`src/shared/canaf_pkg.sv`:
```
// Overview of operation
// - Compare only mask-enabled bits; all must match.
// - Remote-request bit takes part in comparison.
// - Extension bit compared only in mixed mode.
// - Identifier and mask laid out as four bytes.
// - FIFO mode offers two independent acceptance filters.
// - FIFO filters use FIFO compare registers.
// - Masks six and seven pair compares zero, one.
// - Each received message loads filter-support register.
// - Support read: bits 10..3 plus one-hot low bits.
// - Support unit handles standard identifiers only.
package canaf_pkg;
    localparam logic [7:0] ADDR_MAILBOX_ID = 8'h00;
    localparam logic [7:0] ADDR_MASK_ZERO = 8'h04;
    localparam logic [7:0] ADDR_MASK_SIX = 8'h08;
    localparam logic [7:0] ADDR_MASK_SEVEN = 8'h0c;
    localparam logic [7:0] ADDR_FIFO_CMP_ZERO = 8'h10;
    localparam logic [7:0] ADDR_FIFO_CMP_ONE = 8'h14;
    localparam logic [7:0] ADDR_CONTROL = 8'h18;
    localparam logic [7:0] ADDR_FILTER_SUPPORT = 8'h1c;
    localparam logic [7:0] ADDR_STATUS = 8'h20;
    localparam int CTRL_ID_FORMAT_SELECT_LSB = 0;
    localparam int CTRL_FIFO_BIT = 2;
    localparam logic [1:0] ID_FORMAT_SELECT_MIXED = 2'h2;
    localparam int IDE_BIT = 31;
    localparam int RTR_BIT = 30;
    localparam int SID_HI_LSB = 24;
    localparam int SID_LO_LSB = 18;
    localparam logic [31:0] REG_RESET = 32'h0000_0000;
    localparam logic [1:0] RESP_OKAY = 2'h0;
    localparam logic [1:0] RESP_SLVERR = 2'h2;

    typedef struct packed {
        logic ide;
        logic rtr;
        logic [10:0] standard_id_bit;
        logic [17:0] extended_id_bit;
    } canaf_id_t;

    typedef struct packed {
        logic valid;
        canaf_id_t id;
    } canaf_rx_t;

    typedef struct packed {
        logic valid;
        logic accept;
        logic to_fifo;
    } canaf_verdict_t;
endpackage : canaf_pkg

```
`src/core/canaf_filter.sv`:
```
`timescale 1ns/100ps
module canaf_filter (
    input wire logic clk,
    input wire logic rstn,
    input wire logic [7:0] s_axi_awaddr,
    input wire logic s_axi_awvalid,
    output logic s_axi_awready,
    input wire logic [31:0] s_axi_wdata,
    input wire logic [3:0] s_axi_wstrb,
    input wire logic s_axi_wvalid,
    output logic s_axi_wready,
    output logic [1:0] s_axi_bresp,
    output logic s_axi_bvalid,
    input wire logic s_axi_bready,
    input wire logic [7:0] s_axi_araddr,
    input wire logic s_axi_arvalid,
    output logic s_axi_arready,
    output logic [31:0] s_axi_rdata,
    output logic [1:0] s_axi_rresp,
    output logic s_axi_rvalid,
    input wire logic s_axi_rready,
    input wire canaf_pkg::canaf_rx_t rx_in,
    output canaf_pkg::canaf_verdict_t verdict
);
    logic [31:0] mailbox_id;
    logic [31:0] id_mask_register_zero;
    logic [31:0] id_mask_register_six;
    logic [31:0] id_mask_register_seven;
    logic [31:0] fifo_id_compare_zero;
    logic [31:0] fifo_id_compare_one;
    logic [31:0] channel_control_register;
    logic [10:0] filter_support_register;
    logic [7:0] match_count;

    // Write path: address and data are captured independently, in any order.
    logic aw_held;
    logic w_held;
    logic [7:0] aw_addr;
    logic [31:0] w_data;
    logic [3:0] w_strb;
    wire aw_take = s_axi_awvalid && s_axi_awready;
    wire w_take = s_axi_wvalid && s_axi_wready;
    wire wr_go = aw_held && w_held && !s_axi_bvalid;
    wire [31:0] wmask = {{8{w_strb[3]}}, {8{w_strb[2]}}, {8{w_strb[1]}}, {8{w_strb[0]}}};
    wire [7:0] wa = {aw_addr[7:2], 2'b00};
    wire wr_hit_mb = wr_go && wa == canaf_pkg::ADDR_MAILBOX_ID;
    wire wr_hit_m0 = wr_go && wa == canaf_pkg::ADDR_MASK_ZERO;
    wire wr_hit_m6 = wr_go && wa == canaf_pkg::ADDR_MASK_SIX;
    wire wr_hit_m7 = wr_go && wa == canaf_pkg::ADDR_MASK_SEVEN;
    wire wr_hit_f0 = wr_go && wa == canaf_pkg::ADDR_FIFO_CMP_ZERO;
    wire wr_hit_f1 = wr_go && wa == canaf_pkg::ADDR_FIFO_CMP_ONE;
    wire wr_hit_ct = wr_go && wa == canaf_pkg::ADDR_CONTROL;
    wire wr_known = wr_hit_mb || wr_hit_m0 || wr_hit_m6 || wr_hit_m7
        || wr_hit_f0 || wr_hit_f1 || wr_hit_ct;

    always_ff @(posedge clk or negedge rstn) begin
        if (!rstn) begin
            aw_held <= 1'b0;
            w_held <= 1'b0;
            aw_addr <= 8'h00;
            w_data <= 32'h0000_0000;
            w_strb <= 4'h0;
        end else begin
            if (aw_take) begin
                aw_held <= 1'b1;
                aw_addr <= s_axi_awaddr;
            end else if (wr_go) begin
                aw_held <= 1'b0;
            end
            if (w_take) begin
                w_held <= 1'b1;
                w_data <= s_axi_wdata;
                w_strb <= s_axi_wstrb;
            end else if (wr_go) begin
                w_held <= 1'b0;
            end
        end
    end

    always_ff @(posedge clk or negedge rstn) begin
        if (!rstn) begin
            s_axi_awready <= 1'b0;
            s_axi_wready <= 1'b0;
            s_axi_bvalid <= 1'b0;
            s_axi_bresp <= canaf_pkg::RESP_OKAY;
        end else begin
            s_axi_awready <= !aw_held && !aw_take && !s_axi_bvalid;
            s_axi_wready <= !w_held && !w_take && !s_axi_bvalid;
            if (wr_go) begin
                s_axi_bvalid <= 1'b1;
                s_axi_bresp <= wr_known ? canaf_pkg::RESP_OKAY : canaf_pkg::RESP_SLVERR;
            end else if (s_axi_bready) begin
                s_axi_bvalid <= 1'b0;
            end
        end
    end

    // Reference and mask words share the four-byte layout of the identifier.
    function automatic logic [31:0] merge(input logic [31:0] old, input logic [31:0] nw,
                                          input logic [31:0] m);
        merge = (old & ~m) | (nw & m);
    endfunction : merge

    always_ff @(posedge clk or negedge rstn) begin
        if (!rstn) begin
            mailbox_id <= canaf_pkg::REG_RESET;
            id_mask_register_zero <= canaf_pkg::REG_RESET;
            id_mask_register_six <= canaf_pkg::REG_RESET;
            id_mask_register_seven <= canaf_pkg::REG_RESET;
            fifo_id_compare_zero <= canaf_pkg::REG_RESET;
            fifo_id_compare_one <= canaf_pkg::REG_RESET;
            channel_control_register <= canaf_pkg::REG_RESET;
        end else begin
            if (wr_hit_mb) mailbox_id <= merge(mailbox_id, w_data, wmask);
            if (wr_hit_m0) id_mask_register_zero <= merge(id_mask_register_zero, w_data, wmask);
            if (wr_hit_m6) id_mask_register_six <= merge(id_mask_register_six, w_data, wmask);
            if (wr_hit_m7) id_mask_register_seven <= merge(id_mask_register_seven, w_data, wmask);
            if (wr_hit_f0) fifo_id_compare_zero <= merge(fifo_id_compare_zero, w_data, wmask);
            if (wr_hit_f1) fifo_id_compare_one <= merge(fifo_id_compare_one, w_data, wmask);
            if (wr_hit_ct) begin
                channel_control_register <= merge(channel_control_register, w_data, wmask)
                    & 32'h0000_0007;
            end
        end
    end

    // Received identifier packed into the same byte layout as the registers.
    // Bit 29 has no identifier bit behind it and is always zero.
    wire [31:0] rx_word = {rx_in.id.ide, rx_in.id.rtr, 1'b0, rx_in.id.standard_id_bit,
        rx_in.id.extended_id_bit};
    wire [1:0] id_format_select = channel_control_register[canaf_pkg::CTRL_ID_FORMAT_SELECT_LSB +: 2];
    wire fifo_mode = channel_control_register[canaf_pkg::CTRL_FIFO_BIT];
    // Outside mixed mode the extension bit is forced out of every comparison,
    // so a stray one written there by software cannot block reception.
    wire ide_keep = id_format_select == canaf_pkg::ID_FORMAT_SELECT_MIXED;
    wire [31:0] fmt_mask = {ide_keep, 31'h7fff_ffff};

    // Each filter passes when no compared bit differs.
    wire [31:0] diff_mb = (rx_word ^ mailbox_id) & id_mask_register_zero & fmt_mask;
    wire [31:0] diff_f0 = (rx_word ^ fifo_id_compare_zero) & id_mask_register_six
        & fmt_mask;
    wire [31:0] diff_f1 = (rx_word ^ fifo_id_compare_one) & id_mask_register_seven
        & fmt_mask;
    wire hit_mb = diff_mb == 32'h0000_0000;
    wire hit_fifo = (diff_f0 == 32'h0000_0000) || (diff_f1 == 32'h0000_0000);
    wire next_accept = fifo_mode ? hit_fifo : hit_mb;

    always_ff @(posedge clk or negedge rstn) begin
        if (!rstn) begin
            verdict <= '0;
            filter_support_register <= 11'h000;
            match_count <= 8'h00;
        end else begin
            verdict.valid <= rx_in.valid;
            verdict.to_fifo <= rx_in.valid && fifo_mode;
            verdict.accept <= rx_in.valid && next_accept;
            if (rx_in.valid) begin
                // Only the standard part is kept; extended bits have no place here.
                filter_support_register <= rx_in.id.standard_id_bit;
                if (next_accept) match_count <= match_count + 8'h01;
            end
        end
    end

    // Support read value: upper byte and one-hot decoded lower three bits.
    wire [7:0] onehot = 8'h01 << filter_support_register[2:0];
    wire [31:0] support_word = {16'h0000, filter_support_register[10:3], onehot};
    wire [7:0] ra = {s_axi_araddr[7:2], 2'b00};
    logic [31:0] next_rdata;
    logic next_rok;
    always_comb begin
        next_rok = 1'b1;
        case (ra)
            canaf_pkg::ADDR_MAILBOX_ID: next_rdata = mailbox_id;
            canaf_pkg::ADDR_MASK_ZERO: next_rdata = id_mask_register_zero;
            canaf_pkg::ADDR_MASK_SIX: next_rdata = id_mask_register_six;
            canaf_pkg::ADDR_MASK_SEVEN: next_rdata = id_mask_register_seven;
            canaf_pkg::ADDR_FIFO_CMP_ZERO: next_rdata = fifo_id_compare_zero;
            canaf_pkg::ADDR_FIFO_CMP_ONE: next_rdata = fifo_id_compare_one;
            canaf_pkg::ADDR_CONTROL: next_rdata = channel_control_register;
            canaf_pkg::ADDR_FILTER_SUPPORT: next_rdata = support_word;
            canaf_pkg::ADDR_STATUS: next_rdata = {24'h000000, match_count};
            default: begin
                next_rdata = 32'h0000_0000;
                next_rok = 1'b0;
            end
        endcase
    end

    always_ff @(posedge clk or negedge rstn) begin
        if (!rstn) begin
            s_axi_arready <= 1'b0;
            s_axi_rvalid <= 1'b0;
            s_axi_rdata <= 32'h0000_0000;
            s_axi_rresp <= canaf_pkg::RESP_OKAY;
        end else begin
            s_axi_arready <= !s_axi_rvalid && !(s_axi_arvalid && s_axi_arready);
            if (s_axi_arvalid && s_axi_arready) begin
                s_axi_rvalid <= 1'b1;
                s_axi_rdata <= next_rdata;
                s_axi_rresp <= next_rok ? canaf_pkg::RESP_OKAY : canaf_pkg::RESP_SLVERR;
            end else if (s_axi_rready) begin
                s_axi_rvalid <= 1'b0;
            end
        end
    end

    property p_mailbox_accept;
        @(posedge clk) disable iff (!rstn)
        (rx_in.valid && !fifo_mode) |=> verdict.accept == $past(hit_mb);
    endproperty
    a_mailbox_accept: assert property (p_mailbox_accept) else $error("mailbox verdict");

    property p_rtr_compared;
        @(posedge clk) disable iff (!rstn)
        (rx_in.valid && !fifo_mode && id_mask_register_zero[canaf_pkg::RTR_BIT]
            && rx_in.id.rtr != mailbox_id[canaf_pkg::RTR_BIT]) |=> !verdict.accept;
    endproperty
    a_rtr_compared: assert property (p_rtr_compared) else $error("remote bit ignored");

    property p_ide_excluded;
        @(posedge clk) disable iff (!rstn)
        (rx_in.valid && !ide_keep && !fifo_mode && (((rx_word ^ mailbox_id)
            & id_mask_register_zero & 32'h7fff_ffff) == 32'h0000_0000)) |=> verdict.accept;
    endproperty
    a_ide_excluded: assert property (p_ide_excluded) else $error("extension bit compared");

    property p_ide_mixed;
        @(posedge clk) disable iff (!rstn)
        (rx_in.valid && ide_keep && !fifo_mode && id_mask_register_zero[canaf_pkg::IDE_BIT]
            && rx_in.id.ide != mailbox_id[canaf_pkg::IDE_BIT]) |=> !verdict.accept;
    endproperty
    a_ide_mixed: assert property (p_ide_mixed) else $error("mixed extension bit ignored");

    property p_layout;
        @(posedge clk) disable iff (!rstn)
        rx_in.valid |-> rx_word[canaf_pkg::SID_HI_LSB +: 5] == rx_in.id.standard_id_bit[10:6]
            && rx_word[canaf_pkg::SID_LO_LSB +: 6] == rx_in.id.standard_id_bit[5:0]
            && rx_word[canaf_pkg::IDE_BIT] == rx_in.id.ide
            && rx_word[canaf_pkg::RTR_BIT] == rx_in.id.rtr;
    endproperty
    a_layout: assert property (p_layout) else $error("identifier layout wrong");

    property p_fifo_either;
        @(posedge clk) disable iff (!rstn)
        (rx_in.valid && fifo_mode) |=> verdict.to_fifo
            && verdict.accept == ($past(diff_f0) == 32'h0 || $past(diff_f1) == 32'h0);
    endproperty
    a_fifo_either: assert property (p_fifo_either) else $error("fifo verdict");

    property p_support_load;
        @(posedge clk) disable iff (!rstn)
        rx_in.valid |=> filter_support_register == $past(rx_in.id.standard_id_bit);
    endproperty
    a_support_load: assert property (p_support_load) else $error("support stale");

    property p_support_hold;
        @(posedge clk) disable iff (!rstn)
        !rx_in.valid |=> $stable(filter_support_register);
    endproperty
    a_support_hold: assert property (p_support_hold) else $error("support changed idle");

    property p_onehot;
        @(posedge clk) disable iff (!rstn)
        $onehot(support_word[7:0]) && support_word[15:8] == filter_support_register[10:3]
            && support_word[filter_support_register[2:0]];
    endproperty
    a_onehot: assert property (p_onehot) else $error("support decode wrong");

    // Every received message yields exactly one verdict pulse, one cycle later.
    property p_verdict_pulse;
        @(posedge clk) disable iff (!rstn)
        1'b1 |=> verdict.valid == $past(rx_in.valid);
    endproperty
    a_verdict_pulse: assert property (p_verdict_pulse) else $error("verdict pulse wrong");

    property p_idle_quiet;
        @(posedge clk) disable iff (!rstn)
        !rx_in.valid |=> !verdict.accept && !verdict.to_fifo;
    endproperty
    a_idle_quiet: assert property (p_idle_quiet) else $error("verdict without message");

    property p_mailbox_no_fifo;
        @(posedge clk) disable iff (!rstn)
        (rx_in.valid && !fifo_mode) |=> !verdict.to_fifo;
    endproperty
    a_mailbox_no_fifo: assert property (p_mailbox_no_fifo) else $error("fifo flag wrong");

    property p_fifo_zero;
        @(posedge clk) disable iff (!rstn)
        (rx_in.valid && fifo_mode && (((rx_word ^ fifo_id_compare_zero)
            & id_mask_register_six & fmt_mask) == 32'h0000_0000)) |=> verdict.accept;
    endproperty
    a_fifo_zero: assert property (p_fifo_zero) else $error("filter zero ignored");

    property p_fifo_one;
        @(posedge clk) disable iff (!rstn)
        (rx_in.valid && fifo_mode && (((rx_word ^ fifo_id_compare_one)
            & id_mask_register_seven & fmt_mask) == 32'h0000_0000)) |=> verdict.accept;
    endproperty
    a_fifo_one: assert property (p_fifo_one) else $error("filter one ignored");

    property p_fifo_skips_mailbox;
        @(posedge clk) disable iff (!rstn)
        (rx_in.valid && fifo_mode && hit_mb && !hit_fifo) |=> !verdict.accept;
    endproperty
    a_fifo_skips_mailbox: assert property (p_fifo_skips_mailbox) else $error("mailbox used");

    // The counter wraps, so software should compare differences, not totals.
    property p_count;
        @(posedge clk) disable iff (!rstn)
        (rx_in.valid && next_accept) |=> match_count == $past(match_count) + 8'h01;
    endproperty
    a_count: assert property (p_count) else $error("accept count wrong");

    // The write and read paths each answer one request at a time; a second request waits for the
    // response handshake instead of being queued.
    property p_write_closed;
        @(posedge clk) disable iff (!rstn)
        s_axi_bvalid |-> !s_axi_awready && !s_axi_wready;
    endproperty
    a_write_closed: assert property (p_write_closed) else $error("write taken while busy");

    property p_write_answer;
        @(posedge clk) disable iff (!rstn)
        wr_go |=> s_axi_bvalid;
    endproperty
    a_write_answer: assert property (p_write_answer) else $error("write not answered");

    property p_read_closed;
        @(posedge clk) disable iff (!rstn)
        s_axi_rvalid |-> !s_axi_arready;
    endproperty
    a_read_closed: assert property (p_read_closed) else $error("read taken while busy");

    property p_read_answer;
        @(posedge clk) disable iff (!rstn)
        (s_axi_arvalid && s_axi_arready) |=> s_axi_rvalid
            && s_axi_rdata == $past(next_rdata);
    endproperty
    a_read_answer: assert property (p_read_answer) else $error("read not answered");
endmodule : canaf_filter

```
`config.mk`:
```
export PLATFORM = sky130hd
export DESIGN_NAME = canaf_filter
export DESIGN_NICKNAME = d
export VERILOG_FILES = /design/src/shared/canaf_pkg.sv /design/src/core/canaf_filter.sv
export SDC_FILE = /design/constraint.sdc
export NUM_CORES = 1
export LEC_CHECK = 0
export BUFFER_PORTS_ARGS = -buffer_cell sky130_fd_sc_hd__buf_4
export CAP_MARGIN = 15
export CORE_AREA = 3 3 238 240
export DETAILED_ROUTE_END_ITERATION = 10
export DIE_AREA = 0 0 241 243
export PLACE_DENSITY = 0.36
export SYNTH_ARGS = -nofsm -noshare
export SYNTH_HDL_FRONTEND = slang
export SYNTH_SLANG_ARGS = --single-unit
```
`constraint.sdc`:
```
create_clock -name clk -period 3.8 [get_ports clk]
set_clock_uncertainty 0.15 [all_clocks]
set_input_delay 0.76 -clock clk [delete_from_list [all_inputs] [get_ports clk]]
set_output_delay 0.76 -clock clk [all_outputs]
set_load 0.02 [all_outputs]
```
After elaboration in Yosys (flattened, before gate mapping)
Cells that the tools add are included.
{"block": "op_classes", "n_eq_ne": 15, "add_sub_neg": 1, "shift": 1, "reduce_logical": 44, "bitwise_logic": 25, "n_mux": 12}
{"op": "bitwise AND 32 bit", "count": 13}
{"op": "case mux 32 bit (9 select lines)", "count": 1}
{"op": "bitwise OR 32 bit", "count": 6}
{"op": "zero test 32 bit", "count": 3}
{"op": "bitwise XOR 32 bit", "count": 3}
{"op": "equality test 6 x 3 -> 1 bit, second input constant", "count": 7}
{"op": "NOT 32 bit", "count": 1}
{"op": "equality test 6 x 2 -> 1 bit, second input constant", "count": 4}
{"op": "logical AND 1 bit", "count": 19}
{"op": "zero test 8 bit", "count": 2}
{"op": "equality test 6 x 1 -> 1 bit, second input constant", "count": 2}
{"op": "2-to-1 mux 1 bit", "count": 9}
{"op": "OR reduction 9 bit", "count": 1}
{"op": "adder 8 x 1 -> 8 bit, second input constant", "count": 1}
{"op": "nonzero test 2 bit", "count": 4}
{"op": "<< shifter 1 x 3 -> 8 bit, first input constant", "count": 1}
{"op": "zero test 1 bit", "count": 7}
{"op": "logical OR 1 bit", "count": 7}
{"op": "equality test 6 x 4 -> 1 bit, second input constant", "count": 1}
{"op": "2-to-1 mux 2 bit", "count": 2}
{"op": "bitwise AND 3 bit", "count": 1}
{"op": "bitwise OR 3 bit", "count": 1}
{"op": "equality test 2 bit, second input constant", "count": 1}
{"op": "AND reduction 2 bit", "count": 1}
{"block": "word_totals", "word_cells": 123, "regBits": 304, "output_inout_bits": 44, "input_bits": 91}

Logic depth before layout (Yosys ltp)
Gate-level depths: netlist of the first run.
{"block": "logic_depth", "ltp_word": 10, "ltp_mapped": 8, "depth_no_buf": 7}

Worst setup path before layout of the first run
Ideal clock, no wire load.
{"block": "synth_path", "path_kind": "input port to flip-flop", "startpoint": "input rx_in[29] (netlist bit)", "endpoint": "register match_count[1]", "t_arrival_ns": 2.589, "slack_ns": 0.933, "setup_time_ns": 0.128, "n_path_buf": 1, "path_stages": 8, "required_ns": 3.522, "cell_sequence": "xor2_1 > a22o_1 > a221oi_2 > nand3_1 > or4_1 > buf_6 > a211oi_4 > mux2_1"}
{"block": "synth_via", "elab_chain_cells": 7}
{"item": "start, declared", "line": "canaf_filter.sv:22", "source": "input wire canaf_pkg::canaf_rx_t rx_in,"}
{"item": "bitwise XOR 32 bit (on tied branches)", "line": "canaf_filter.sv:140, canaf_filter.sv:142"}
{"item": "bitwise AND 32 bit (on tied branches)", "line": "canaf_filter.sv:140, canaf_filter.sv:142"}
{"item": "bitwise AND 32 bit (on tied branches)", "line": "canaf_filter.sv:141, canaf_filter.sv:143"}
{"item": "zero test 32 bit", "line": "canaf_filter.sv:145", "source": "wire hit_fifo = (diff_f0 == 32'h0000_0000) || (diff_f1 == 32'h0000_0000);"}
{"item": "logical OR 1 bit", "line": "canaf_filter.sv:145"}
{"item": "2-to-1 mux 1 bit *", "line": "canaf_filter.sv:146", "source": "wire next_accept = fifo_mode ? hit_fifo : hit_mb;"}
{"item": "AND reduction 2 bit (no line) *"}
{"item": "end signal, assigned", "line": "canaf_filter.sv:160", "source": "if (next_accept) match_count <= match_count + 8'h01;"}
{"item": "end, declared", "line": "canaf_filter.sv:33", "source": "logic [7:0] match_count;"}
Every way passes the cells marked *; elsewhere a longest branch is shown, timed or not.
A chain may end at the register's enable or synchronous reset.

==> results of run 1 <==
## synth_stat cells, types with 4 or more instances
cell type	count	area share, %
xor2_1	100	6.4
a41oi_1	27	1.7
clkbuf_1	38	1.0
a222oi_1	21	1.5
o21ai_0	4	0.15
a21oi_1	7	0.26
a22oi_1	98	5.4
nand4_1	11	0.50
mux2_2	181	15
nor3_1	8	0.29
nand3b_1	4	0.22
nor2_1	56	1.5
a22o_1	5	0.32
nand2_1	40	1.1
mux2_1	68	5.6
nand3_1	5	0.18
dfrtp_1	300	55
a211oi_1	9	0.49
a221oi_1	7	0.45
## worst max-delay path, stage by stage (launching register included)
cell and delay (ps):
dfrtp_1 400, xor2_1 190, a22o_1 270, a221oi_2 300, nand3_1 120, or4_1 780, a211oi_4 360, mux2_1 340
## worst max path at each step
stage | end | slack, ps | cells after the start
final | match_count[1] | 770 | 7
after global routing | match_count[1] | 650 | 7
after CTS | match_count[1] | 740 | 7
after detailed placement | match_count[1] | 280 | 8
after global placement | match_count[1] | 300 | 8
after floorplan | match_count[1] | 930 | 8
## per-layer routing
layer,vias up,global-route usage (%),wire (µm)
li1,4237,-,-
met1,5073,24.5,23500
met2,262,29.1,24600
met3,74,2.68,2450
met4,0,6.31,1710
met5,-,0,0
## kinds of logic (layout without fill, tap and decap cells)
family	Yosys count	in the layout
other	1	2
multiplexers	252	252
AO/OA/AOI/OAI	194	194
flip-flops	300	300
adder cells (fa/ha/maj)	1	1
AND/OR/NAND/NOR	142	142
XOR/XNOR	100	100
buffers and inverters	49	229
## stage by stage
step                      cells  area, µm²
after global placement     1860      15700
final                      1924      16900
after floorplan            1040      13700
after detailed placement   1860      15700
after CTS                  1924      16900
after global routing       1924      16900
## cell type report
class                           instances  share of cell area, %
Multi-Input combinational cell        691                   35.5
Clock buffer                           60                   6.84
Tap cell                              704                   5.21
Sequential cell                       300                   44.4
Clock inverter                          4                  0.266
Inverter                                4                 0.0888
Timing Repair Buffer                  161                   7.71
## report_power, final
group	switching, µW	internal (µW)	total, µW
Combinational	1490	1350	2840
Sequential	1230	4140	5380
Clock	1410	2140	3550
Total	4130	7630	11800
==> key figures, run 1 <==
Worst setup path
  • Critical path startpoint category: register
  • Worst Reg-to-Reg Cells: 7
  • Critical Path AT: 3300 ps
  • Critical path type: register to register
  • R2R Setup Slk: 770 ps
  • Worst Path Required: 4080 ps
  • Crit. End Element: register
  • CP Max Fanout: 7
  • RR Endpoint: match_count[1]

Yosys
  • Top_reg_cell synth: dfrtp_1
  • Synth Cell Area: 0.0137 mm²
  • Post-synthesis sequential area ratio: 54.9%
  • Mapped Cells: 1039
  • Compound-gate portion of the synthesized area: 11.6%
  • EDFF count, synth: 0
  • Yosys warns: 0
  • Seq cells post-synth: 300
  • Synth Area in XOR/XNOR: 6.40%
  • Ys async rst share: 100%
  • Largest family of logic cells by synthesized area: multiplexers
  • Adder-cell area share of the yosys netlist: 0.0914%
  • Yosys cell types: 50
  • Post-synthesis simple-gate area fraction: 4.82%
  • Mean Syn Cell Area: 13.2 µm²
  • Proportion of synthesized area in mux cells: 20.7%

Routing
  • Iter 0 DRT Violations: 685
  • TritonRoute pass-1 iters: 5
  • Final wirelength: 52300 µm
  • DR vias: 9646
  • Post-route ant nets: 0
  • DR DRC count: 0
  • Via density: 5.01
  • WL/cell: 27.2 µm

Final layout
  • Layout area overhead: 23.6%
  • Commonest non-fill, non-tap cell in the layout: dfrtp_1
  • N_diodes: 0
  • Seq. cell area: 0.00751 mm²
  • Most frequent cells in the layout: 300 x dfrtp_1, 181 x mux2_2, 153 x buf_4
  • Post-layout util: 30.8%
  • Fillcell total: 5611
  • Share of layout cells above drive strength 1: 33.7%
  • Nets: 1288
  • Area of the multi-input gates: 0.00600 mm²

Placed design
  • Gpl congestion: 0.787
  • Post-DP HPWL: 37200 µm
  • IO Port Bufs: 128
  • Pre-CTS setup slack: 275 ps

STA
  • Worst hold slack: 94.1 ps
  • Pin slew with the least headroom to its limit: 766 ps
  • Setup TNS: 0 ps
  • Max-slew violation count: 0
  • Final setup viols: 0
  • Fmax: 331 MHz
  • Unrepaired setup endpoints after global routing: no
  • Final period util: 79.6%
  • Final Critical Period: 3030 ps
  • Final Hold Fails: 0
  • Final worst slack: 774 ps
  • Rel. slew slack: 49.0%

GRT
  • GRT Util Overall: 18.0%
  • Vias in the first global route: 10200
  • Total gr overflow: 0
  • Largest net degree at the start of global routing: 88
  • Initial antenna violation count: 0
  • First-pass GRT wire length: 75300 µm

Clock tree
  • H-tree levels: 2
  • Hold bufs inserted after CTS: 0
  • CTS max path bufs: 3
  • Clock buffers created by TritonCTS: 38
  • Clk_lat worst skew: 550 ps
  • Root Driver: clkbuf_16
  • CTS tree: built
  • Post_cts resized: 0
  • # Post-CTS Setup Buffers: 0
  • Clk pin slew, worst setup/hold paths: 50 ps
  • Num Clock Sinks: 300

Power
  • PwrDens: 696 mW/mm²
  • Leak: 0.00791 µW
  • Design Power: 11800 µW
  • Peak supply drop: 330 µV

Flow run
  • Max-cap viol count: 0

Status
  • Outcome: completed

Die
  • Ports: 135
  • Initial Util: 24.9%
  • Die X: 241 µm
  • FP Rows: 86
  • Die Y: 243 µm
  • Die ar.: 0.0586 mm²
  • CORE AREA: 0.0549 mm²

Worst hold path
  • Min-delay worst type: input port to asynchronous set/reset pin
No activity file was read; power rests on OpenSTA's default activity.
==> inputs of run 2 (changes only) <==
--- a/config.mk
+++ b/config.mk
@@ -5,12 +5,13 @@
 export SDC_FILE = /design/constraint.sdc
 export NUM_CORES = 1
 export LEC_CHECK = 0
+export ABC_AREA = 1
 export BUFFER_PORTS_ARGS = -buffer_cell sky130_fd_sc_hd__buf_4
 export CAP_MARGIN = 15
-export CORE_AREA = 3 3 238 240
+export CORE_AREA = 3 3 245 247
 export DETAILED_ROUTE_END_ITERATION = 10
-export DIE_AREA = 0 0 241 243
-export PLACE_DENSITY = 0.36
+export DIE_AREA = 0 0 248 250
+export PLACE_DENSITY = 0.37
 export SYNTH_ARGS = -nofsm -noshare
 export SYNTH_HDL_FRONTEND = slang
 export SYNTH_SLANG_ARGS = --single-unit
==> constraint.sdc (replaced) <==
create_clock -name clk -period 2.7 [get_ports clk]
set_clock_uncertainty 0.15 [all_clocks]
set_input_delay 0.54 -clock clk [delete_from_list [all_inputs] [get_ports clk]]
set_output_delay 0.54 -clock clk [all_outputs]
set_load 0.02 [all_outputs]
==> key figures, run 2 <==
Power
  • Clock power share: 30.0% (-0.2 points)
  • Comb pwr share: 28.1% (+4.0 points)
  • Leak: 0.00851 µW (+7.5%)
  • Design Power: 17300 µW (+47%)
  • Sw Pwr: 6520 µW (+58%)
  • Reg power frac: 41.9% (-3.8 points)
  • Switch share: 37.6% (+2.5 points)
  • Pint: 10800 µW (+42%)
  • PwrDens: 961 mW/mm² (+38%)
  • Peak supply drop: 425 µV (+29%)

Worst setup path
  • Slowest stage cell, crit path: dfrtp_1
  • Chain of cells forming the critical path: nor3_2 > inv_2 > nor4_4 > buf_4 > nand3_4 > nand2_1 > o21ai_0
  • Crit. End Element: register
  • CP Max Fanout: 17 (+10)
  • CP max stage delay: 400 ps (-380 ps)
  • Critical path type: register to register
  • Critical path startpoint category: register
  • Critical Path AT: 2490 ps (-810 ps)
  • Worst Path Required: 2970 ps (-1110 ps)

STA
  • Unrepaired setup endpoints after global routing: no
  • Final setup viols: 0 (unchanged)
  • Max-slew violation count: 0 (unchanged)
  • Fmax: 451 MHz (+37%)
  • Worst hold slack: 71.3 ps (-22.7 ps)
  • Final Critical Period: 2220 ps (-809 ps)
  • Final period util: 82.1% (+2.5 points)
  • Pin slew with the least headroom to its limit: 551 ps (-215 ps)
  • Setup TNS: 0 ps (unchanged)
  • Rel. slew slack: 62.9% (+14 points)
  • Final Hold Fails: 0 (unchanged)

Yosys
  • Yosys cell types: 36 (-28%)
  • Mean Syn Cell Area: 7.85 µm² (-40%)
  • Mapped Cells: 1841 (+77%)
  • Yosys warns: 0 (unchanged)
  • Yosys top cell by area: dfrtp_1
  • Synth cell count leaders: 631 x nand2_1, 300 x dfrtp_1, 240 x o21ai_0, 191 x inv_1, 115 x nor2_1
  • Most common cell in the netlist: nand2_1
  • Share of the synthesized area in the top cell type: 51.9% (-2.9 points)
  • Top_reg_cell synth: dfrtp_1
  • Post-synthesis sequential area ratio: 51.9% (-2.9 points)
  • Ys async rst share: 100% (unchanged)
  • Synth Cell Area: 0.0145 mm² (+5.7%)
  • Area contributors post-synth: dfrtp_1 52%, nand2_1 16%, o21ai_0 8.3%
  • EDFF count, synth: 0 (unchanged)
  • Seq cells post-synth: 300 (unchanged)

Routing
  • DR DRC count: 0 (unchanged)
  • DR vias: 12900 (+34%)
  • Iter 0 DRT Violations: 937 (+37%)
  • Post-route ant nets: 0 (unchanged)
  • Via density: 4.59 (-8.4%)
  • Final wirelength: 55800 µm (+6.7%)
  • TritonRoute pass-1 iters: 8 (+3)
  • WL/cell: 19.8 µm (-27%)

Final layout
  • Most frequent cells in the layout: 629 x nand2_1, 300 x dfrtp_1, 240 x o21ai_0
  • Nets: 2111 (+64%)
  • Layout area overhead: 24.7%
  • Fillcell total: 6221 (+11%)
  • Share of layout cells above drive strength 1: 13.7% (-20 points)
  • Commonest non-fill, non-tap cell in the layout: nand2_1
  • N_diodes: 0 (unchanged)

GRT
  • Grt met3 use: 2.10% (-0.59 points)
  • Vias in the first global route: 12900 (+26%)
  • Total gr overflow: 0 (unchanged)
  • Layer with the highest usage: met2
  • Initial antenna violation count: 0 (unchanged)
  • Largest net degree at the start of global routing: 51 (-42%)
  • GRT Util Overall: 18.2% (+0.25 points)
  • First-pass GRT wire length: 84500 µm (+12%)
  • Met2 Track Usage GR: 29.0% (-0.081 points)
  • Met1 GRT Util: 26.1% (+1.6 points)

Status
  • Outcome: completed

Clock tree
  • # Post-CTS Setup Buffers: 0 (unchanged)
  • Clock buffers created by TritonCTS: 39 (+2.6%)
  • Clk_lat worst skew: 560 ps (about the same)
  • Clk pin slew, worst setup/hold paths: 60 ps (about the same)
  • H-tree levels: 2 (unchanged)
  • CTS tree: built
  • CTS max path bufs: 3 (unchanged)
  • Root Driver: clkbuf_16
  • Num Clock Sinks: 300 (unchanged)

Die
  • Die Y: 250 µm (+2.9%)
  • FP Rows: 88 (+2.3%)
  • CORE AREA: 0.0578 mm² (+5.3%)
  • Ports: 135 (unchanged)
  • Die ar.: 0.0620 mm² (+5.9%)
  • Initial Util: 25.0% (+0.077 points)
  • Die X: 248 µm (+2.9%)

Placed design
  • Gpl congestion: 0.815 (+3.6%)
  • IO Port Bufs: 128 (unchanged)
  • Post-DP HPWL: 40200 µm (+8.2%)

Flow run
  • Max-cap viol count: 0 (unchanged)

Worst hold path
  • Min-delay worst type: input port to register
-- run 2: cell types whose count changed in the layout (fill, tap and decap cells not counted), moves of 74 or more --
cell | before | now
nand2_1 | 39 | 629
o21ai_0 | 4 | 240
inv_1 | 3 | 191
mux2_2 | 181 | 3
nand3_1 | 5 | 106
xor2_1 | 100 | 7
a22oi_1 | 98 | 24
-- run 2: metal layers --
layer | share of wire [%] | routed length, µm
met2 | 46 | 25400
met1 | 48 | 27000
met5 | 0 | 0
met3 | 3.7 | 2060
met4 | 2.4 | 1320
-- run 2: worst max-delay path, delay by kind of cell (launching register included) --
kind | cells | cell delay, ps
AO/OA/AOI/OAI | 1 | 90
buffers and inverters | 2 | 510
flip-flops | 1 | 400
AND/OR/NAND/NOR | 4 | 900
-- run 2: path summary, 6_finish.rpt --
| path | startpoint | to | slack [ps] | cells after the start |
|---|---|---|---|---|
| min in group asynchronous | rstn | w_data[30] | 350 | 2 |
| min | s_axi_awaddr[7] | aw_addr[7] | 70 | 2 |
| min reg2reg | s_axi_rvalid | s_axi_arready | 270 | 1 |
| max in group asynchronous | rstn | w_data[19] | 1360 | 3 |
| max reg2reg | s_axi_bvalid | register | 480 | 7 |
| max | s_axi_bvalid | register | 480 | 7 |
-- run 2: cell families (layout without fill, tap and decap cells) --
family | count (synthesis) | after routing | share of synthesized area, %
AO/OA/AOI/OAI | 377 | 377 | 14.3
XOR/XNOR | 7 | 7 | 0.424
flip-flops | 300 | 300 | 51.9
buffers and inverters | 255 | 462 | 7.19
other | 1 | 2 | 0.0259
adder cells (fa/ha/maj) | 1 | 1 | 0.0865
multiplexers | 3 | 3 | 0.234
AND/OR/NAND/NOR | 897 | 897 | 25.8
-- run 2: power groups by stage --
stage               logic, µW  registers (µW)  clock network (µW)
global placement         4910            7300                   0
CTS                      4970            7250                5360
floorplan                2970            7080                   0
finish                   4870            7260                5190
detailed placement       4940            7310                   0
global route             5650            7480                5510
-- run 2: metrics by stage --
stage,instances,instance area [µm²],setup slack (ps),util (%)
2_1_floorplan,1842,14500,662,-
3_3_place_gp,2740,16700,244,28.9
3_5_place_dp,2740,16700,278,28.9
4_1_cts,2814,18000,471,31.2
5_1_grt,2814,18000,268,31.2
6_report,2814,18000,484,31.2
-- run 2: cell type report --
class / instances / area, µm² / share of cell area (%)
flip-flops and latches: 300 / 7510 / 41.7
multi-input cells: 1287 / 5940 / 32.9
repair buffers: 198 / 1640 / 9.09
clock buffers: 65 / 1190 / 6.62
well taps: 765 / 957 / 5.31
inverters: 193 / 724 / 4.02
clock inverters: 6 / 66.3 / 0.368
-- run 2: repair_timing --
action	in CTS	in global routing
resized for setup	0	0
hold buffers	3	0
endpoints found under the hold margin	44	0
